$ cat config.mk
export PLATFORM = sky130hd
export DESIGN_NAME = sbcomc_ctrl
export DESIGN_NICKNAME = d
export VERILOG_FILES = /design/src/verilog/sbcomc_ctrl.v /design/src/verilog/sbcomc_sync.v
export VERILOG_INCLUDE_DIRS = /design/src /design/src/common
export SDC_FILE = /design/constraint.sdc
export NUM_CORES = 1
export LEC_CHECK = 0
export ABC_AREA = 1
export BUFFER_PORTS_ARGS = -buffer_cell sky130_fd_sc_hd__buf_2
export CAP_MARGIN = 20
export CORE_ASPECT_RATIO = 1.4
export CORE_MARGIN = 2
export CORE_UTILIZATION = 45
export CTS_CLUSTER_DIAMETER = 150
export DETAILED_ROUTE_END_ITERATION = 8
export HOLD_SLACK_MARGIN = 0.03
export PLACE_DENSITY = 0.75
export SLEW_MARGIN = 20
export SYNTH_ARGS = -nofsm -noshare
export SYNTH_HDL_FRONTEND = slang
export SYNTH_SLANG_ARGS = --single-unit
$ cat constraint.sdc
create_clock -name clk_sys -period 3.75 [get_ports clk_sys]
set_input_delay 0.1875 -clock clk_sys [delete_from_list [all_inputs] [get_ports clk_sys]]
set_output_delay 0.1875 -clock clk_sys [all_outputs]
set_load 0.05 [all_outputs]
$ cat src/common/sbcomc_map.vh
// Purpose: Constants for the operating-mode controller
// Assumes: 20 MHz system clock
// Notes:   Mode codes, mode select codes, reset source codes, timings
`ifndef SBCOMC_MAP_VH
`define SBCOMC_MAP_VH

// Operating modes (state codes)
`define SBCOMC_M_OFF      3'h0
`define SBCOMC_M_RESET    3'h1
`define SBCOMC_M_STANDBY  3'h2
`define SBCOMC_M_NORMAL   3'h3
`define SBCOMC_M_SLEEP    3'h4
`define SBCOMC_M_FNORMAL  3'h5
`define SBCOMC_M_OVERTEMP 3'h6

// Mode select field (bits 2:0 of mode control register, serial address 0x01)
`define SBCOMC_MC_ADDR    7'h01
`define SBCOMC_MC_SLEEP   3'h1
`define SBCOMC_MC_STANDBY 3'h4
`define SBCOMC_MC_NORMAL  3'h7
`define SBCOMC_MC_RESET   3'h4

// Reset source codes
`define SBCOMC_RSS_WIDTH     5
`define SBCOMC_RSS_NONE      5'h00
`define SBCOMC_RSS_POWERON   5'h01
`define SBCOMC_RSS_EXTERNAL  5'h02
`define SBCOMC_RSS_UNDERVOLT 5'h03
`define SBCOMC_RSS_WAKE      5'h04
`define SBCOMC_RSS_OVERTEMP  5'h05
`define SBCOMC_RSS_ILLSLEEP  5'h14

// Timing (system clock in kHz, times in us)
`define SBCOMC_CLK_KHZ       20000
`define SBCOMC_T_STARTUP_US  2800
`define SBCOMC_T_RESET_US    20
`define SBCOMC_T_SILENCE_US  1000000
// Cycle counts of the times above at clk_sys, sized to the timer width
`define SBCOMC_STARTUP_CYC   25'h000DAC0
`define SBCOMC_RESET_CYC     25'h0000190
`define SBCOMC_SILENCE_CYC   25'h1312D00
`define SBCOMC_CNT_WIDTH     25

`endif

$ cat src/verilog/sbcomc_ctrl.v
// Purpose: Operating-mode controller of a CAN system basis chip
// Assumes: 20 MHz clk_sys; analog detectors arrive as asynchronous levels
// Notes:   Mode select writes arrive as a one-cycle strobe from the serial port logic
`timescale 1ns/10ps
`include "sbcomc_map.vh"

// Notes on behaviour
// - One state machine with seven modes: Normal, Standby, Sleep, Reset, FNormal, Overtemp, Off.
// - Standby goes to Normal on mode select write 111.
// - Normal goes to Standby on mode select write 100.
// - Standby: transceiver offline, serial port and supply on, watchdog timeout only.
// - Bus wake watched when enabled; selective only if both partial-net bits set.
// - Bus bias to ground after silence timeout, to mid level while active in any mode but Off and Overtemp.
// - Receive output forced low while a wake-up is pending and the transceiver is off.
// - Standby reached through Reset from Off, Overtemp, Sleep wake; directly from Normal on write 100.
// - Sleep: supply off, temperature protection and serial port off, biasing kept.
// - Sleep write taken from Normal/Standby only with no pending wake and a source enabled.
// - Illegal sleep request enters Reset with reset source code 10100.
// - Sleep left on enabled regular or diagnostic wake-up, or to Off on low battery.
// - Sleep disable bit set: sleep write raises serial failure, no transition.
// - Reset: reset pin low a defined time, traffic blocked, port and watchdog off.
// - Reset: aux output follows aux control and startup control bits.
// - Any reset source event moves Standby, Normal or Forced Normal to Reset.
// - Reset exits to Standby on pin release, Forced Normal if select set.
// - Reset entered by supply undervoltage holds until the supply recovers.
// - Off on first battery or low battery; only power-on detect; bus floating.
// - From Off, after power-on threshold and startup time, go to Reset.
// - Normal: supply on, CAN may be active, watchdog window/timeout, aux per settings.
// - Mode select field is bits 2:0 of register at serial address 0x01.
// - Overtemp entered at once from any mode but Off or Sleep on overheating.
// - Forced Normal: watchdog off, supply, aux output and transceiver active.
// - Reset from Forced Normal returns to Forced Normal, not Standby.
module sbcomc_ctrl (
  clk_sys,
  rst,
  bat_above_pon,
  bat_below_poff,
  temp_above_act,
  temp_below_rel,
  mcu_supply_uv,
  reset_pin_in,
  wake_pin_event,
  can_rx_activity,
  selective_wake_frame,
  diag_wake_event,
  ext_reset_event,
  wdt_reset_event,
  mode_wr,
  mode_wr_addr,
  mode_wr_data,
  can_wake_enable,
  local_wake_enable,
  partial_net_enable,
  partial_net_config_valid,
  sleep_disable_bit,
  forced_normal_select,
  aux_output_control,
  aux_output_startup_control,
  can_normal_request,
  wake_clear,
  op_mode,
  mode_select_field,
  reset_source_code,
  reset_pin_low_active,
  reset_pin_oe_n,
  mcu_supply_en,
  aux_output_en,
  spi_enable,
  wdt_enable,
  wdt_window_allowed,
  temp_protect_en,
  can_tx_rx_en,
  can_bias_mid,
  can_pins_floating,
  rxd_force_low,
  wake_pending,
  spi_fail_event
);
  input  wire       clk_sys;
  input  wire       rst;
  input  wire       bat_above_pon;
  input  wire       bat_below_poff;
  input  wire       temp_above_act;
  input  wire       temp_below_rel;
  input  wire       mcu_supply_uv;
  input  wire       reset_pin_in;
  input  wire       wake_pin_event;
  input  wire       can_rx_activity;
  input  wire       selective_wake_frame;
  input  wire       diag_wake_event;
  input  wire       ext_reset_event;
  input  wire       wdt_reset_event;
  input  wire       mode_wr;
  input  wire [6:0] mode_wr_addr;
  input  wire [2:0] mode_wr_data;
  input  wire       can_wake_enable;
  input  wire       local_wake_enable;
  input  wire       partial_net_enable;
  input  wire       partial_net_config_valid;
  input  wire       sleep_disable_bit;
  input  wire       forced_normal_select;
  input  wire       aux_output_control;
  input  wire       aux_output_startup_control;
  input  wire       can_normal_request;
  input  wire       wake_clear;
  output reg  [2:0] op_mode;
  output reg  [2:0] mode_select_field;
  output reg  [4:0] reset_source_code;
  output reg        reset_pin_low_active;
  output reg        reset_pin_oe_n;
  output reg        mcu_supply_en;
  output reg        aux_output_en;
  output reg        spi_enable;
  output reg        wdt_enable;
  output reg        wdt_window_allowed;
  output reg        temp_protect_en;
  output reg        can_tx_rx_en;
  output reg        can_bias_mid;
  output reg        can_pins_floating;
  output reg        rxd_force_low;
  output reg        wake_pending;
  output reg        spi_fail_event;

  localparam [2:0] M_OFF      = `SBCOMC_M_OFF;
  localparam [2:0] M_RESET    = `SBCOMC_M_RESET;
  localparam [2:0] M_STANDBY  = `SBCOMC_M_STANDBY;
  localparam [2:0] M_NORMAL   = `SBCOMC_M_NORMAL;
  localparam [2:0] M_SLEEP    = `SBCOMC_M_SLEEP;
  localparam [2:0] M_FNORMAL  = `SBCOMC_M_FNORMAL;
  localparam [2:0] M_OVERTEMP = `SBCOMC_M_OVERTEMP;
  localparam [24:0] STARTUP_CYC = `SBCOMC_STARTUP_CYC;
  localparam [24:0] RESET_CYC   = `SBCOMC_RESET_CYC;

  // Silence timeout exceeds 4096 cycles, so it may be shortened in simulation
  parameter [24:0] SILENCE_CYC = `SBCOMC_SILENCE_CYC;

  // ----------------------------------------------------------------
  // Input synchronisers
  // ----------------------------------------------------------------
  wire [13:0] sync_out;

  sbcomc_sync #(
    .WIDTH (14)
  ) u_sync (
    .clk_sys (clk_sys),
    .rst     (rst),
    .din     ({bat_above_pon, bat_below_poff, temp_above_act, temp_below_rel,
                mcu_supply_uv, reset_pin_in, wake_pin_event, can_rx_activity,
                selective_wake_frame, diag_wake_event, ext_reset_event,
                wdt_reset_event, 2'h0}),
    .dout    (sync_out)
  );

  wire s_pon     = sync_out[13];
  wire s_poff    = sync_out[12];
  wire s_hot     = sync_out[11];
  wire s_cool    = sync_out[10];
  wire s_uv      = sync_out[9];
  wire s_rstpin  = sync_out[8];
  wire s_wake    = sync_out[7];
  wire s_busact  = sync_out[6];
  wire s_selwake = sync_out[5];
  wire s_diag    = sync_out[4];
  wire s_extrst  = sync_out[3];
  wire s_wdtrst  = sync_out[2];

  // ----------------------------------------------------------------
  // Bus activity, wake-up detection and biasing
  // ----------------------------------------------------------------
  reg        busact_d;
  reg [24:0] silence_cnt;
  reg        uv_reset;
  reg        from_fnormal;
  reg [24:0] timer;
  reg [2:0]  next_mode;
  reg [4:0]  next_rss;
  reg        sleep_req_ok;

  wire bus_edge = s_busact & ~busact_d;
  wire can_wake_hit = can_wake_enable &
                      ((partial_net_enable & partial_net_config_valid) ? s_selwake : bus_edge);
  wire wake_watch   = (op_mode == M_STANDBY) | (op_mode == M_SLEEP) | (op_mode == M_RESET);
  wire wake_hit     = wake_watch & (can_wake_hit | (local_wake_enable & s_wake) | s_diag);
  wire reset_event  = s_extrst | s_wdtrst | s_uv;
  wire mc_write     = mode_wr & (mode_wr_addr == `SBCOMC_MC_ADDR);

  // Mode select code is one of the three defined codes
  function mc_defined;
    input [2:0] code;
    begin
      mc_defined = (code == `SBCOMC_MC_SLEEP) | (code == `SBCOMC_MC_STANDBY) |
                   (code == `SBCOMC_MC_NORMAL);
    end
  endfunction

  always @(posedge clk_sys) begin
    if (rst) begin
      busact_d     <= 1'b0;
      silence_cnt  <= 25'h0000000;
      can_bias_mid <= 1'b0;
      wake_pending <= 1'b0;
    end else begin
      busact_d <= s_busact;
      if (s_busact) begin
        silence_cnt  <= 25'h0000000;
        can_bias_mid <= (op_mode != M_OFF) & (op_mode != M_OVERTEMP);
      end else if (silence_cnt >= SILENCE_CYC) begin
        can_bias_mid <= 1'b0;
      end else begin
        silence_cnt <= silence_cnt + 25'h0000001;
      end
      // pending wake, set wins over clear
      if (wake_hit) begin
        wake_pending <= 1'b1;
      end else if (wake_clear) begin
        wake_pending <= 1'b0;
      end
    end
  end

  // ----------------------------------------------------------------
  // Mode state machine
  // ----------------------------------------------------------------
  always @* begin
    next_mode    = op_mode;
    next_rss     = reset_source_code;
    sleep_req_ok = ~wake_pending & ~wake_hit & (can_wake_enable | local_wake_enable);
    case (op_mode)
      M_OFF: begin
        if (s_pon & ~s_poff & (timer >= STARTUP_CYC)) begin
          next_mode = M_RESET;
          next_rss  = `SBCOMC_RSS_POWERON;
        end
      end
      M_RESET: begin
        if (~(uv_reset & s_uv) & (timer >= RESET_CYC) & s_rstpin) begin
          if (forced_normal_select | from_fnormal) begin
            next_mode = M_FNORMAL;
          end else begin
            next_mode = M_STANDBY;
          end
        end
      end
      M_STANDBY, M_NORMAL: begin
        if (reset_event) begin
          next_mode = M_RESET;
          next_rss  = s_uv ? `SBCOMC_RSS_UNDERVOLT : `SBCOMC_RSS_EXTERNAL;
        end else if (mc_write & mc_defined(mode_wr_data)) begin
          if ((op_mode == M_STANDBY) & (mode_wr_data == `SBCOMC_MC_NORMAL)) begin
            next_mode = M_NORMAL;
          end else if ((op_mode == M_NORMAL) & (mode_wr_data == `SBCOMC_MC_STANDBY)) begin
            next_mode = M_STANDBY;
          end else if ((mode_wr_data == `SBCOMC_MC_SLEEP) & ~sleep_disable_bit) begin
            if (sleep_req_ok) begin
              next_mode = M_SLEEP;
            end else begin
              next_mode = M_RESET;
              next_rss  = `SBCOMC_RSS_ILLSLEEP;
            end
          end
        end
      end
      M_SLEEP: begin
        if (wake_hit) begin
          next_mode = M_RESET;
          next_rss  = `SBCOMC_RSS_WAKE;
        end
      end
      M_FNORMAL: begin
        if (reset_event) begin
          next_mode = M_RESET;
          next_rss  = s_uv ? `SBCOMC_RSS_UNDERVOLT : `SBCOMC_RSS_EXTERNAL;
        end
      end
      M_OVERTEMP: begin
        if (s_cool & ~s_hot) begin
          next_mode = M_RESET;
          next_rss  = `SBCOMC_RSS_OVERTEMP;
        end
      end
      default: begin
        next_mode = M_OFF;
      end
    endcase
    if (s_hot & (op_mode != M_OFF) & (op_mode != M_SLEEP)) begin
      next_mode = M_OVERTEMP;
    end
    if (s_poff) begin
      next_mode = M_OFF;
    end
  end

  always @(posedge clk_sys) begin
    if (rst) begin
      op_mode           <= M_OFF;
      reset_source_code <= `SBCOMC_RSS_NONE;
      mode_select_field <= `SBCOMC_MC_RESET;
      timer             <= 25'h0000000;
      uv_reset          <= 1'b0;
      from_fnormal      <= 1'b0;
      spi_fail_event    <= 1'b0;
    end else begin
      op_mode           <= next_mode;
      reset_source_code <= next_rss;
      spi_fail_event    <= mc_write & (mode_wr_data == `SBCOMC_MC_SLEEP) & sleep_disable_bit &
                           ((op_mode == M_STANDBY) | (op_mode == M_NORMAL));
      if (mc_write & mc_defined(mode_wr_data) & (next_mode != op_mode)) begin
        mode_select_field <= mode_wr_data;
      end else if (next_mode == M_STANDBY) begin
        mode_select_field <= `SBCOMC_MC_STANDBY;
      end
      if ((next_mode != op_mode) | ((op_mode == M_OFF) & ~s_pon)) begin
        timer <= 25'h0000000;
      end else if (timer != 25'h1FFFFFF) begin
        timer <= timer + 25'h0000001;
      end
      if ((next_mode == M_RESET) & (op_mode != M_RESET)) begin
        uv_reset     <= s_uv;
        from_fnormal <= (op_mode == M_FNORMAL);
      end
    end
  end

  // ----------------------------------------------------------------
  // Per-mode outputs
  // ----------------------------------------------------------------
  always @(posedge clk_sys) begin
    if (rst) begin
      reset_pin_low_active <= 1'b0;
      reset_pin_oe_n       <= 1'b0;
      mcu_supply_en        <= 1'b0;
      aux_output_en        <= 1'b0;
      spi_enable           <= 1'b0;
      wdt_enable           <= 1'b0;
      wdt_window_allowed   <= 1'b0;
      temp_protect_en      <= 1'b0;
      can_tx_rx_en         <= 1'b0;
      can_pins_floating    <= 1'b1;
      rxd_force_low        <= 1'b0;
    end else begin
      // reset pin low, released after reset time
      reset_pin_oe_n       <= (op_mode == M_STANDBY) | (op_mode == M_NORMAL) |
                              (op_mode == M_FNORMAL) | ((op_mode == M_RESET) &
                              (timer >= RESET_CYC) & ~(uv_reset & s_uv));
      reset_pin_low_active <= 1'b0;
      mcu_supply_en   <= (op_mode != M_OFF) & (op_mode != M_SLEEP) & (op_mode != M_OVERTEMP);
      spi_enable      <= (op_mode == M_STANDBY) | (op_mode == M_NORMAL) |
                         (op_mode == M_FNORMAL);
      temp_protect_en <= (op_mode != M_OFF) & (op_mode != M_SLEEP);
      wdt_enable         <= (op_mode == M_STANDBY) | (op_mode == M_NORMAL) |
                            (op_mode == M_SLEEP);
      wdt_window_allowed <= (op_mode == M_NORMAL);
      can_tx_rx_en       <= (op_mode == M_FNORMAL) |
                            ((op_mode == M_NORMAL) & can_normal_request);
      can_pins_floating  <= (op_mode == M_OFF) | (op_mode == M_OVERTEMP);
      case (op_mode)
        M_OFF:      aux_output_en <= 1'b0;
        M_FNORMAL:  aux_output_en <= 1'b1;
        M_OVERTEMP: aux_output_en <= aux_output_en;
        M_RESET:    aux_output_en <= aux_output_control | aux_output_startup_control;
        default:    aux_output_en <= aux_output_control;
      endcase
      rxd_force_low <= wake_pending & ~can_tx_rx_en;
    end
  end
endmodule

$ cat src/verilog/sbcomc_sync.v
// Purpose: Two-flip-flop synchroniser for a group of asynchronous inputs
// Assumes: Inputs are levels from outside the clock domain
// Notes:   First stage is read only by the second stage
`timescale 1ns/10ps
module sbcomc_sync #(
  parameter WIDTH = 1
) (
  clk_sys,
  rst,
  din,
  dout
);
  input  wire             clk_sys;
  input  wire             rst;
  input  wire [WIDTH-1:0] din;
  output reg  [WIDTH-1:0] dout;

  reg [WIDTH-1:0] stage1;

  always @(posedge clk_sys) begin
    if (rst) begin
      stage1 <= {WIDTH{1'b0}};
      dout   <= {WIDTH{1'b0}};
    end else begin
      stage1 <= din;
      dout   <= stage1;
    end
  end
endmodule

-- Word-level counts from Yosys, hierarchy flattened
Cells that the tools add are included.
- flip-flop bits (word level): 105
- output and inout port bits: 25
- input port bits: 35
- word-level logic and storage cells: 160
- $add $sub $neg: 2
- multiplexer cells: 35
- bitwise logic cells: 60
- reductions and logical operators: 10
- $lt $le $gt $ge: 3
- equality and inequality tests: 26
- operators with widths (cell ; count):
    $add 25x1->25 const B ; 2
    $mux 5 ; 10
    $mux 3 ; 16
    $and 1x1->1 ; 33
    $ge 25x16->1 const B ; 1
    $ge 25x25->1 const B ; 1
    $ge 25x9->1 const B ; 1
    $ne 25x25->1 const B ; 1
    $pmux 5 s5 ; 1
    $ne 3x3->1 const B ; 7
    $or 1x1->1 ; 18
    $pmux 3 s6 ; 1
    $eq 3x3->1 const B ; 5
    $reduce_and 10->1 ; 1
    $eq 3x1->1 const B ; 3
    $eq 3x2->1 const B ; 3
    $not 1->1 ; 9
    $ne 2x2->1 const B ; 4
    $eq 7x1->1 const B ; 1
    $mux 1 ; 6
    $reduce_bool 2->1 ; 3
    $reduce_or 2->1 ; 3
    $reduce_bool 5->1 ; 1
    $pmux 1 s4 ; 1
    other kinds (4) ; 4

-- Depth between registers and ports, before layout
Gate-level depths: netlist of run 1.
- word-level depth: 22
- gate-level depth with buffers: 20
- depth with buffers taken out: 19

-- Cells and area by module
A second synthesis of run 1 with hierarchy kept.
- cell total of the unflattened synthesis: 713
- area total of the unflattened synthesis: 5011.1 um^2
- by module, submodules not included (module ; seq. area each (um^2) ; area each (um^2) ; times used ; cells an instance):
    sbcomc_ctrl ; 1521.5 ; 4204.0 ; 1 ; 626
    sbcomc_sync ; 560.5 ; 807.0 ; 1 ; 87

-- Worst setup path after synthesis of run 1
No wires, ideal clock.
- kind: reg-to-reg
- start: reg op_mode[2]
- end: reg timer[10]
- cell stages (with the launch flop): 17
- data arrival time: 2266 ps
- slack: 1420 ps
- buffers on the path: 2
- period minus slack after synthesis: 2330 ps
- setup time: 64 ps
- data required time: 3686 ps
- cells stage by stage: dfxtp_1 -> buf_4 -> inv_4 -> nor2_2 -> nand2_2 -> a21oi_2 -> nor2_1 -> nand2_1 -> inv_2 -> nand4_1 -> nand2_1 -> nand2_1 -> nand2_1 -> nor2_4 -> o2111ai_4 -> buf_2 -> nor2_1
- longest elaborated chain between the ends: 19
- elaborated cells between the ends (all ways): 38
- those cells by class: 8 x eq/ne; 14 x mux; 12 x bitwise; 4 x reduce/logical
- RTL lines (what ; RTL line ; source):
    start: declaration ; sbcomc_ctrl.v:106 ; output reg [2:0] op_mode;
    start signal: assignment ; sbcomc_ctrl.v:303 ; op_mode <= next_mode;
    $eq 3x2->1 or $eq 3x3->1 (tied branches) ; -- ;
    $or 1x1->1 (2 in series) ; sbcomc_ctrl.v:182 ; wire wake_watch = (op_mode == M_STANDBY) | (op_mode == M_SLEEP) | (op_mode == M_RESET);
    $and 1x1->1 ; sbcomc_ctrl.v:183 ; wire wake_hit = wake_watch & (can_wake_hit | (local_wake_enable & s_wake) | s_diag);
    $not 1->1 ; sbcomc_ctrl.v:227 ; sleep_req_ok = ~wake_pending & ~wake_hit & (can_wake_enable | local_wake_enable);
    $and 1x1->1 (2 in series) ; sbcomc_ctrl.v:227 ;
    $mux 3 ; sbcomc_ctrl.v:254 ; if (sleep_req_ok) begin
    $mux 3 ; sbcomc_ctrl.v:253 ; end else if ((mode_wr_data == `SBCOMC_MC_SLEEP) & ~sleep_disable_bit) begin
    $mux 3 ; sbcomc_ctrl.v:251 ; end else if ((op_mode == M_NORMAL) & (mode_wr_data == `SBCOMC_MC_STANDBY)) begin
    $mux 3 ; sbcomc_ctrl.v:249 ; if ((op_mode == M_STANDBY) & (mode_wr_data == `SBCOMC_MC_NORMAL)) begin
    $mux 3 ; sbcomc_ctrl.v:248 ; end else if (mc_write & mc_defined(mode_wr_data)) begin
    $mux 3 ; sbcomc_ctrl.v:245 ; if (reset_event) begin
    $pmux 3 s6 ; sbcomc_ctrl.v:228 ; case (op_mode)
    $mux 3 ; sbcomc_ctrl.v:285 ; if (s_hot & (op_mode != M_OFF) & (op_mode != M_SLEEP)) begin
    $mux 3 ; sbcomc_ctrl.v:288 ; if (s_poff) begin
    $ne 3x3->1 ; sbcomc_ctrl.v:312 ; if ((next_mode != op_mode) | ((op_mode == M_OFF) & ~s_pon)) begin
    $or 1x1->1 * ; sbcomc_ctrl.v:312 ;
    $reduce_or 2->1 (no line) * ; -- ;
    end signal: assignment ; sbcomc_ctrl.v:315 ; timer <= timer + 25'h0000001;
    end: declaration ; sbcomc_ctrl.v:174 ; reg [24:0] timer;
Every way passes the cells marked *; elsewhere a longest branch is shown, timed or not.
A chain may end at the register's enable or synchronous reset.

-- Worst setup path after layout of run 1
- start: reg op_mode[1]
- end: reg timer[23]
Same word-level chain as after synthesis.

==> impl_metrics.py, run 1 <==
metrics = {
    "outcome": {
        "status": "completed",
    },
    "synth": {
        "ys_warn_count": 0,
        "post_synth_xor_area_fraction_pct": 3.10,
        "synth_area_um2": 4810,
        "yosys.area_share.simple_pct": 31.9,
        "synth_ff_type": "dfxtp_1",
        "yosys.area_share.adder_pct": 1.04,
        "synth_edf_count": 0,
        "synth_top_cell_area_share_pct": 41.6,
        "synth.area.mux_share_pct": 0,
        "ys_seq_elements": 100,
        "ys_async_sr_fraction_pct": 0,
        "synth_compound_area_share_pct": 11.1,
        "syn_inst": 693,
        "synth.area.top_cells": "dfxtp_1 42%, nand2_1 9.2%, inv_1 8.4%, nor2_1 8.4%, a21oi_1 4.7%",
        "avgSynthCellArea_um2": 6.94,
        "synth_cell_types": 43,
        "synth_top_family_by_area": "simple AND/OR/NAND/NOR gates",
        "ys_seq_area_share_pct": 41.6,
        "yosysTopAreaCell": "dfxtp_1",
    },
    "floorplanning": {
        "start_util_pct": 46.2,
        "rows": 44,
        "top_level_ports": 60,
        "die_w_um": 91.4,
        "core_um2": 10400,
        "die_area_um2": 11500,
        "dieHeight_um": 126,
    },
    "layout": {
        "final_layout_size_suffix_gt1_share_pct": 13.5,
        "n_fill_cell": 1024,
        "nets": 791,
        "n_antenna_cell": 0,
        "syn_to_final_growth_pct": 14.9,
    },
    "global_routing": {
        "grtUsageMet3_pct": 2.79,
        "grt_pass1_wl_mm": 18.3,
        "grtUsageMet1_pct": 21.9,
        "grt.busiest_layer": "met2",
        "grt.total_usage_pct": 19.5,
        "grt_start_max_net_pins": 43,
        "grt_use_met2_pct": 34.7,
        "grt_pass1_vias": 4169,
        "antenna_found_initial": 0,
        "overflow": 0,
    },
    "clock_tree": {
        "htreeDepth": 3,
        "clock_latency_ns": 0.35,
        "cts_tree": "yes",
        "post-cts-setup-buffers": 0,
        "cts_sinks": 100,
        "cts_root_buf": "clkbuf_16",
        "clk_pin_slew_ns": 0.07,
        "cts_buffer_depth": 2,
        "cts-buffers-inserted": 9,
    },
    "min_path": {
        "hold_path.class": "input port to flip-flop",
        "worst_hold_path.num_cells": 3,
    },
    "sta": {
        "setup-tns-final_ns": 0,
        "drv_slew": 0,
        "tightestPinTransition_ns": 0.773,
        "finalHoldViolations": 0,
        "finalCritPeriodShare_pct": 72.8,
        "rsz0062_at_grt": "no",
        "clock_skew_ns": 0.00805,
        "setup_viol": 0,
        "max_freq_mhz": 366,
        "layout_setup_ws_ns": 1.02,
        "fin_crit_ns": 2.73,
        "slew_headroom_pct": 48.5,
    },
    "drt": {
        "totalWireLength_mm": 10.7,
        "avgViaCountPerCell": 4.93,
        "dr.pass1.iters": 4,
        "drcViolationCount": 0,
        "detail-route-antenna-nets": 0,
        "dr_total_vias": 4410,
        "drt-initial-drc-count": 199,
        "wl_per_cell_um": 11.9,
    },
    "worst_setup_path": {
        "timing.critical_path.fanout_max": 25,
        "critPathArrivalTime_ns": 2.98,
        "critPathMaxStageDelay_ns": 0.64,
        "cp-end-kind": "flip-flop",
        "worst_ep_required_time_ns": 4.00,
        "start_kind": "flip-flop",
        "crit_type": "flip-flop to flip-flop",
        "cp_slowest_cell": "dfxtp_1",
        "rr_worst_depth": 14,
        "cp_common_cell": "nand2_1",
        "critical_path_buf_inv_count": 0,
        "cp_top_family": "simple AND/OR/NAND/NOR gates",
        "crit_chain": "nor2_2 -> nand2_1 -> nand3_1 -> nand2_1 -> nand2_1 -> nand2_1 -> nand2_1 -> nand4_1 -> nand2_1 -> nand2_1 -> nand2_1 -> nor2_4 -> o2111ai_4 -> a21oi_1",
        "crit_cells": 14,
    },
    "placement": {
        "place_worst_setup_slack_ns": 1.03,
        "dp_hpwl_mm": 7.98,
        "port_buffers": 57,
        "gp_congestion": 0.914,
    },
    "pwr": {
        "ir_drop_mv": 0.247,
        "powerDensity_nw_per_um2": 384,
        "leakage_nw": 2.32,
    },
    "run": {
        "cap_violations": 0,
    },
}
==> cells in the mapped netlist (5+ instances only) <==
master      n
dfxtp_1   100
a21oi_1    45
xor2_1     14
nor3_1     29
nand4_1    20
inv_1     108
o21ai_0    24
inv_2       9
nor2_1    108
nand3_1    42
clkbuf_1    6
nor2_2      5
nor4_1      6
nand2_1   118
==> power by group <==
group	leakage, nW	internal [mW]	switching (mW)
Sequential	0.811	1.08	0.00665
Clock	0.150	0.559	0.400
Combinational	1.36	0.0299	0.0529
Total	2.32	1.67	0.459
==> routing by layer <==
| metal | part of all wire [%] | up-vias | wire (µm) |
|---|---|---|---|
| li1 | - | 2318 | - |
| met4 | 3.9 | 0 | 420 |
| met3 | 2.6 | 26 | 281 |
| met5 | 0 | - | 0 |
| met2 | 51 | 77 | 5400 |
| met1 | 43 | 1989 | 4580 |
==> path summary, 6_finish.rpt <==
check / from / endpoint / slack [ns]
worst max-delay path: op_mode[1] / timer[23] / 1.02
worst min-delay path: diag_wake_event / u_sync.stage1[4] / 0.04
worst max register to register: op_mode[1] / timer[23] / 1.02
worst min register to register: u_sync.stage1[12] / u_sync.dout[12] / 0.40
==> layout by cell type (no fill, tap or decap), types with 5 or more instances in the layout <==
cell and n:
xor2_1 14, dfxtp_1 100, nand2_1 118, inv_2 9, clkbuf_16 9, nand4_1 20, nor2_1 108, a21oi_1 45
inv_1 108, buf_2 57, nand3_1 42, nor3_1 29, nor4_1 6, nor2_2 5, o21ai_0 24
==> registers in the layout, summed over array words and instances (netlist names) <==
| register | count |
|---|---|
| rxd_force_low | 1 |
| wdt_window_allowed | 1 |
| busact_d | 1 |
| wake_pending | 1 |
| from_fnormal | 1 |
| timer | 25 |
| reset_source_code | 4 |
| wdt_enable | 1 |
| u_sync.dout | 12 |
| u_sync.stage1 | 12 |
| mcu_supply_en | 1 |
| temp_protect_en | 1 |
| can_pins_floating | 1 |
| uv_reset | 1 |
| can_bias_mid | 1 |
| mode_select_field | 3 |
| spi_enable | 1 |
| silence_cnt | 25 |
| reset_pin_oe_n | 1 |
| can_tx_rx_en | 1 |
| aux_output_en | 1 |
| spi_fail_event | 1 |
| op_mode | 3 |
==> worst register-to-register path, stage by stage, from the launching register on <==
cell and delay, ns:
dfxtp_1 0.64, nor2_2 0.18, nand2_1 0.16, nand3_1 0.09, nand2_1 0.12, nand2_1 0.08, nand2_1 0.08, nand2_1 0.07
nand4_1 0.11, nand2_1 0.12, nand2_1 0.07, nand2_1 0.08, nor2_4 0.14, o2111ai_4 0.38, a21oi_1 0.32
==> kinds of logic after synthesis <==
group                    count (synthesis)
AND/OR/NAND/NOR                        344
buffers and inverters                  135
flip-flops                             100
AO/OA/AOI/OAI                           92
XOR/XNOR                                17
adder cells (fa/ha/maj)                  4
other                                    1
==> final cells by class <==
type                    instances  area [µm²]  area share [%]
flip-flops and latches        100        2000            36.2
inverters                     123         467            8.44
clock inverters                 4        55.1           0.996
clock buffers                  12         256            4.64
repair buffers                 59         303            5.48
well taps                     138         173            3.12
multi-input cells             459        2270            41.1
==> per-stage QoR <==
step	util, %	instance area [µm²]	power (mW)	hold WS (ns)	instances
after floorplan	-	4810	1.16	0.294	694
after detailed placement	50.0	5200	1.19	0.392	878
after global placement	50.0	5200	1.19	0.389	878
after global routing	53.1	5530	2.20	0.0419	895
after CTS	53.1	5530	2.15	0.0322	895
final	53.1	5530	2.12	0.0401	895
==> what timing repair did <==
action                     CTS  global route
hold buffers                 1             0
gates resized for setup      0             0
setup endpoints to repair    0             0
hold endpoints to repair     1             0
(Power assumes the default switching activity.)
==> run 2: changes to the inputs <==
--- a/config.mk
+++ b/config.mk
@@ -6,7 +6,7 @@
 export SDC_FILE = /design/constraint.sdc
 export NUM_CORES = 1
 export LEC_CHECK = 0
-export ABC_AREA = 1
+export ABC_AREA = 0
 export BUFFER_PORTS_ARGS = -buffer_cell sky130_fd_sc_hd__buf_2
 export CAP_MARGIN = 20
 export CORE_ASPECT_RATIO = 1.4
@@ -15,7 +15,7 @@
 export CTS_CLUSTER_DIAMETER = 150
 export DETAILED_ROUTE_END_ITERATION = 8
 export HOLD_SLACK_MARGIN = 0.03
-export PLACE_DENSITY = 0.75
+export PLACE_DENSITY = 0.78
 export SLEW_MARGIN = 20
 export SYNTH_ARGS = -nofsm -noshare
 export SYNTH_HDL_FRONTEND = slang
==> constraint.sdc (replaced) <==
create_clock -name clk_sys -period 2.2 [get_ports clk_sys]
set_input_delay 0.11 -clock clk_sys [delete_from_list [all_inputs] [get_ports clk_sys]]
set_output_delay 0.11 -clock clk_sys [all_outputs]
set_load 0.05 [all_outputs]
==> run 2 against run 1 <==
Compared with the run above:
- the flow now finishes with violations (negative setup slack)
- register-to-register slack worse by 1.5 ns
- first-iteration DRC count up 33%
- synthesized cell count down 24%
- largest power group unchanged
==> impl_metrics.py, run 2 <==
metrics = {
    "placement": {
        "place_worst_setup_slack_ns": -0.493,
        "dp_hpwl_mm": 8.37,
        "port_buffers": 57,
        "gp_congestion": 0.884,
    },
    "sta": {
        "clock_skew_ns": 0.0147,
        "slew_headroom_pct": 25.0,
        "rsz0062_at_grt": "yes",
        "tightestPinTransition_ns": 1.12,
        "setup_viol": 37,
        "max_freq_mhz": 373,
        "setup-tns-final_ns": -12.93,
        "drv_slew": 0,
        "layout_setup_ws_ns": -0.480,
        "finalCritPeriodShare_pct": 122,
        "finalHoldViolations": 0,
        "fin_crit_ns": 2.68,
    },
    "global_routing": {
        "grt.total_usage_pct": 21.7,
        "grt_pass1_wl_mm": 19.7,
        "grt_use_met2_pct": 41.1,
        "grtUsageMet1_pct": 23.6,
        "grtUsageMet3_pct": 4.36,
        "antenna_found_initial": 0,
        "grt_pass1_vias": 4373,
        "grt_start_max_net_pins": 44,
        "grt.busiest_layer": "met2",
        "overflow": 0,
    },
    "min_path": {
        "min_to": "aux_output_en",
        "hold_path.class": "input port to flip-flop",
        "worst_hold_path.num_cells": 3,
        "min_from": "aux_output_control",
    },
    "worst_setup_path": {
        "rr_worst_depth": 10,
        "cp_slowest_cell": "or4_4",
        "regToRegEndpoint": "timer[12]",
        "crit_type": "flip-flop to flip-flop",
        "critPathMaxStageDelay_ns": 0.56,
        "reg2reg_from": "op_mode[1]",
        "start_kind": "flip-flop",
        "crit_chain": "bufbuf_16 -> o21ai_0 -> o311ai_1 -> buf_4 -> o211ai_1 -> o31ai_2 -> a21oi_1 -> or4_4 -> buf_12 -> nor2_1",
        "timing.critical_path.fanout_max": 25,
        "r2r_slack_ns": -0.48,
        "critPathArrivalTime_ns": 2.96,
        "worst_ep_required_time_ns": 2.48,
        "cp-end-kind": "flip-flop",
    },
    "pwr": {
        "leakage_nw": 2.70,
        "powerDensity_nw_per_um2": 555,
        "ir_drop_mv": 0.498,
    },
    "layout": {
        "layout_common_cells": "102 x buf_4, 94 x dfxtp_1, 70 x nor2_1",
        "final_layout_size_suffix_gt1_share_pct": 35.0,
        "nets": 734,
        "syn_to_final_growth_pct": 42.7,
        "final_util_pct": 66.4,
        "largestRegisters": "silence_cnt: 25 flops, timer: 25 flops",
        "n_antenna_cell": 0,
        "final_common_cell": "buf_4",
    },
    "floorplanning": {
        "die_area_um2": 11100,
        "core_um2": 9950,
        "dieHeight_um": 124,
        "die_w_um": 89.8,
        "start_util_pct": 46.6,
        "rows": 43,
        "top_level_ports": 60,
    },
    "drt": {
        "totalWireLength_mm": 13.5,
        "dr.pass1.iters": 5,
        "dr_total_vias": 4524,
        "drt-initial-drc-count": 264,
        "detail-route-antenna-nets": 0,
        "wl_per_cell_um": 16.2,
        "avgViaCountPerCell": 5.42,
        "drcViolationCount": 0,
    },
    "synth": {
        "synth.area.top_cells": "dfxtp_1 43%, nor2_1 5.8%, xnor2_1 4.7%, nor2b_1 3.9%, xor2_1 3.8%",
        "synth.most_common_cell": "dfxtp_1",
        "synth_cell_types": 68,
        "synth_edf_count": 0,
        "synth_ff_type": "dfxtp_1",
        "synth_area_um2": 4630,
        "ys_seq_area_share_pct": 43.2,
        "syn_inst": 526,
        "yosysTopAreaCell": "dfxtp_1",
        "ys_async_sr_fraction_pct": 0,
        "avgSynthCellArea_um2": 8.81,
        "ys_seq_elements": 100,
        "synth_top_cell_area_share_pct": 43.2,
        "synth_commonest_cells": "100 x dfxtp_1, 72 x nor2_1, 41 x nand2_1, 29 x nor2b_1, 25 x xnor2_1",
        "ys_warn_count": 0,
    },
    "outcome": {
        "violations": "negative setup slack",
        "status": "finished with violations",
    },
    "clock_tree": {
        "cts_buffer_depth": 2,
        "clk_pin_slew_ns": 0.08,
        "cts-buffers-inserted": 9,
        "clock_latency_ns": 0.35,
        "htreeDepth": 3,
        "cts_sinks": 100,
        "cts_tree": "yes",
        "cts_root_buf": "clkbuf_16",
    },
    "run": {
        "cap_violations": 0,
    },
}
run 2: cell count changes after synthesis, moves of 17 or more:
cell,previous run,this run
nor3_1,29,12
inv_1,108,15
nand3_1,42,22
nor2b_1,0,29
a21oi_1,45,22
nand2_1,118,41
xnor2_1,3,25
nor2_1,108,72
run 2: how the worst max path moves through the flow:
| stage | endpoint | slack, ns | start |
|---|---|---|---|
| 5_1_grt | timer[12] | -0.54 | timer[7] |
| 3_5_place_dp | timer[19] | -0.49 | timer[7] |
| 6_report | timer[12] | -0.48 | op_mode[1] |
| 2_1_floorplan | timer[24] | -0.30 | op_mode[1] |
| 4_1_cts | timer[7] | -0.32 | op_mode[1] |
| 3_3_place_gp | timer[20] | -0.40 | mode_wr_addr[5] |
run 2: cell families after synthesis:
logic type	Yosys count	synth area share, %
AND/OR/NAND/NOR	254	29.4
flip-flops	100	43.2
AO/OA/AOI/OAI	75	11.2
XOR/XNOR	45	8.50
buffers and inverters	41	5.32
multiplexers	6	1.30
adder cells (fa/ha/maj)	4	1.08
other	1	0.0809
run 2: repair_timing:
action,in CTS,in global routing
gates cloned,1,1
buffers inserted,6,6
hold buffers,15,0
setup endpoints to repair,37,47
gates resized for setup,26,45
endpoints found under the hold margin,15,0
pin swaps,10,29
run 2: metal layers:
metal,up-vias,part of all wire [%]
li1,2167,-
met1,2171,39
met2,146,53
met3,40,4.4
met4,0,3.6
met5,-,0
run 2: worst max-delay path: cells and delay by family, from the launching register on:
family                 cells  cell delay, ns
AO/OA/AOI/OAI              5            0.91
buffers and inverters      3            0.60
flip-flops                 1            0.40
AND/OR/NAND/NOR            2            0.69
run 2: through the flow:
step	std cells	cell area [µm²]	total power, mW	hold WS, ns
2_1_floorplan	527	4680	1.97	0.238
3_3_place_gp	790	5670	2.04	0.319
3_5_place_dp	790	5670	2.05	0.323
4_1_cts	828	6310	3.67	0.0408
5_1_grt	835	6610	3.78	0.0700
6_report	835	6610	3.67	0.0513
run 2: layout make-up:
cell class              count  area [µm²]
repair buffers            182        1320
clock inverters             6        61.3
fillers                   704        3340
flip-flops and latches    100        2020
multi-input cells         386        2740
clock buffers              10         250
well taps                 135         169
inverters                  16        60.1
run 2: power breakdown:
part	internal, mW	switching, mW	total [mW]
Clock	0.867	0.761	1.63
Combinational	0.0967	0.102	0.199
Sequential	1.83	0.0106	1.84
==> run 3: changes to the inputs <==
--- a/config.mk
+++ b/config.mk
@@ -16,6 +16,7 @@
 export DETAILED_ROUTE_END_ITERATION = 8
 export HOLD_SLACK_MARGIN = 0.03
 export PLACE_DENSITY = 0.78
+export RECOVER_POWER = 100
 export SLEW_MARGIN = 20
 export SYNTH_ARGS = -nofsm -noshare
 export SYNTH_HDL_FRONTEND = slang
==> constraint.sdc (replaced) <==
create_clock -name clk_sys -period 2.3 [get_ports clk_sys]
set_input_delay 0.115 -clock clk_sys [delete_from_list [all_inputs] [get_ports clk_sys]]
set_output_delay 0.115 -clock clk_sys [all_outputs]
set_load 0.05 [all_outputs]
==> run 3 against run 2 <==
Compared with the run above:
- the run still ends with negative setup slack left
- clock skew is essentially flat
- sequential cell count is the same
- clock power is essentially flat
- maximum frequency shrank 1.4%
- register-to-register slack gained 0.06 ns
- final area shrank 1.4%
- final cell count shrank 1.4%
- worst hold slack gained 0.0039 ns
- die area is the same
- wire length grew 2.8%
- sequential power shrank 4%
- critical path type unchanged
==> impl_metrics.py, run 3 (synthesis results as in run 2) <==
metrics = {
    "floorplanning": {
        "die_area_um2": 11100,
        "die_w_um": 89.8,
        "rows": 43,
        "core_um2": 9950,
        "top_level_ports": 60,
        "dieHeight_um": 124,
        "start_util_pct": 46.6,
    },
    "drt": {
        "dr_total_vias": 4599,
        "wl_per_cell_um": 16.9,
        "dr.pass1.iters": 5,
        "totalWireLength_mm": 13.9,
        "drcViolationCount": 0,
        "avgViaCountPerCell": 5.59,
        "drt-initial-drc-count": 288,
        "detail-route-antenna-nets": 0,
    },
    "min_path": {
        "hold_path.class": "input port to flip-flop",
    },
    "clock_tree": {
        "cts_root_buf": "clkbuf_16",
        "cts-buffers-inserted": 9,
        "htreeDepth": 3,
        "clk_pin_slew_ns": 0.07,
        "clock_latency_ns": 0.36,
        "cts_buffer_depth": 2,
        "cts_tree": "yes",
        "cts_sinks": 100,
    },
    "placement": {
        "gp_congestion": 0.882,
        "placed_area_um2": 5540,
        "dp.cells": 777,
        "dp_hpwl_mm": 8.26,
        "port_buffers": 57,
    },
    "pwr": {
        "ir_drop_mv": 0.435,
        "p_seq_share_pct": 49.6,
        "internal-power_mw": 2.72,
        "powerDensity_nw_per_um2": 546,
        "pwr-share-comb_pct": 5.4,
        "p_sw_share_pct": 23.6,
        "p_sw_uw": 840,
        "clkPwrFrac_pct": 45.1,
        "leakage_nw": 2.56,
    },
    "worst_setup_path": {
        "worst_ep_required_time_ns": 2.58,
        "crit_chain": "nor3b_1 -> nand3_2 -> a21o_1 -> and3_4 -> a221oi_2 -> o311ai_2 -> or4_4 -> clkbuf_16 -> nor2_1",
        "start_kind": "flip-flop",
        "cp_top_family": "simple AND/OR/NAND/NOR gates",
        "critical_path_buf_inv_count": 1,
        "timing.critical_path.fanout_max": 12,
        "crit_type": "flip-flop to flip-flop",
        "critPathMaxStageDelay_ns": 0.58,
        "critPathArrivalTime_ns": 3.00,
        "cp-end-kind": "flip-flop",
        "cp_slowest_cell": "or4_4",
    },
    "global_routing": {
        "antenna_found_initial": 0,
        "grtUsageMet1_pct": 22.5,
        "grt.total_usage_pct": 21.4,
        "grt_pass1_wl_mm": 19.4,
        "overflow": 0,
        "grt_use_met2_pct": 40.8,
        "grt.busiest_layer": "met2",
        "grt_start_max_net_pins": 44,
        "grt_pass1_vias": 4408,
        "grtUsageMet3_pct": 4.48,
    },
    "layout": {
        "final_layout_size_suffix_gt1_share_pct": 31.7,
        "largestRegisters": "silence_cnt: 25 flops, timer: 25 flops",
        "layout_common_cells": "94 x dfxtp_1, 87 x buf_4, 57 x nor2_1",
        "n_antenna_cell": 0,
        "nets": 722,
        "syn_to_final_growth_pct": 40.6,
        "layout.cells.non_filler": 823,
        "final_common_cell": "dfxtp_1",
        "finalInstanceArea_um2": 6520,
    },
    "sta": {
        "max_freq_mhz": 368,
        "finalHoldViolations": 0,
        "clock_skew_ns": 0.0144,
        "whs_ns": 0.0553,
        "fin_crit_ns": 2.72,
        "slew_headroom_pct": 53.2,
        "layout_setup_ws_ns": -0.417,
        "drv_slew": 0,
        "tightestPinTransition_ns": 0.700,
        "setup_viol": 32,
        "finalCritPeriodShare_pct": 118,
        "rsz0062_at_grt": "yes",
    },
    "outcome": {
        "status": "finished with violations",
        "violations": "negative setup slack",
    },
    "run": {
        "cap_violations": 0,
    },
}
[run 3: path summary, 6_finish.rpt]
check / cells after the start / slack (ns) / endpoint / from
max: 9 / -0.42 / timer[13] / u_sync.dout[8]
min: 3 / 0.06 / aux_output_en / aux_output_control
max reg2reg: 9 / -0.42 / timer[13] / u_sync.dout[8]
min reg2reg: 1 / 0.44 / u_sync.dout[13] / u_sync.stage1[13]
[run 3: power by group through the flow]
| stage | sequential, mW | combinational, mW | clock, mW |
|---|---|---|---|
| finish | 1.76 | 0.190 | 1.60 |
| global route | 1.77 | 0.205 | 1.68 |
| global placement | 1.80 | 0.142 | 0 |
| floorplan | 1.80 | 0.0878 | 0 |
| CTS | 1.76 | 0.170 | 1.61 |
| detailed placement | 1.80 | 0.146 | 0 |
[run 3: routing by layer]
metal	share of wire (%)	routed length (µm)	vias up
met5	0	0	-
met4	3.8	531	0
met3	5.7	793	52
met2	53	7370	196
met1	37	5210	2212
li1	-	-	2139
[run 3: cell type report]
cell class                 count  area [µm²]
multi-input combinational    387        2730
tap                          135         169
fill                         719        3440
timing repair buffer         169        1220
inverter                      16        60.1
clock inverter                 7        90.1
clock buffer                   9         225
sequential                   100        2020
[run 3: what timing repair did]
action,4_1_cts,5_1_grt
resized for setup,23,62
gates cloned,1,3
hold buffers,15,0
setup endpoints to repair,31,46
hold endpoints to repair,15,0
pin swaps,5,19
setup buffers,4,8
[run 3: stage by stage]
stage	utilization, %	setup TNS, ns	power (mW)	setup WS [ns]
2_1_floorplan	-	-4.72	1.89	-0.204
4_1_cts	61.8	-4.39	3.54	-0.198
3_5_place_dp	55.7	-11.54	1.95	-0.440
6_report	65.5	-10.71	3.56	-0.417
5_1_grt	65.5	-11.84	3.65	-0.436
3_3_place_gp	55.7	-8.30	1.94	-0.308
[run 3: tightest hold or removal path, delay by kind of cell]
family	cells	cell delay, ns
and+or+nand+nor	1	0.08
AOI/OAI and AO/OA	1	0.08
buffers and inverters	1	0.10
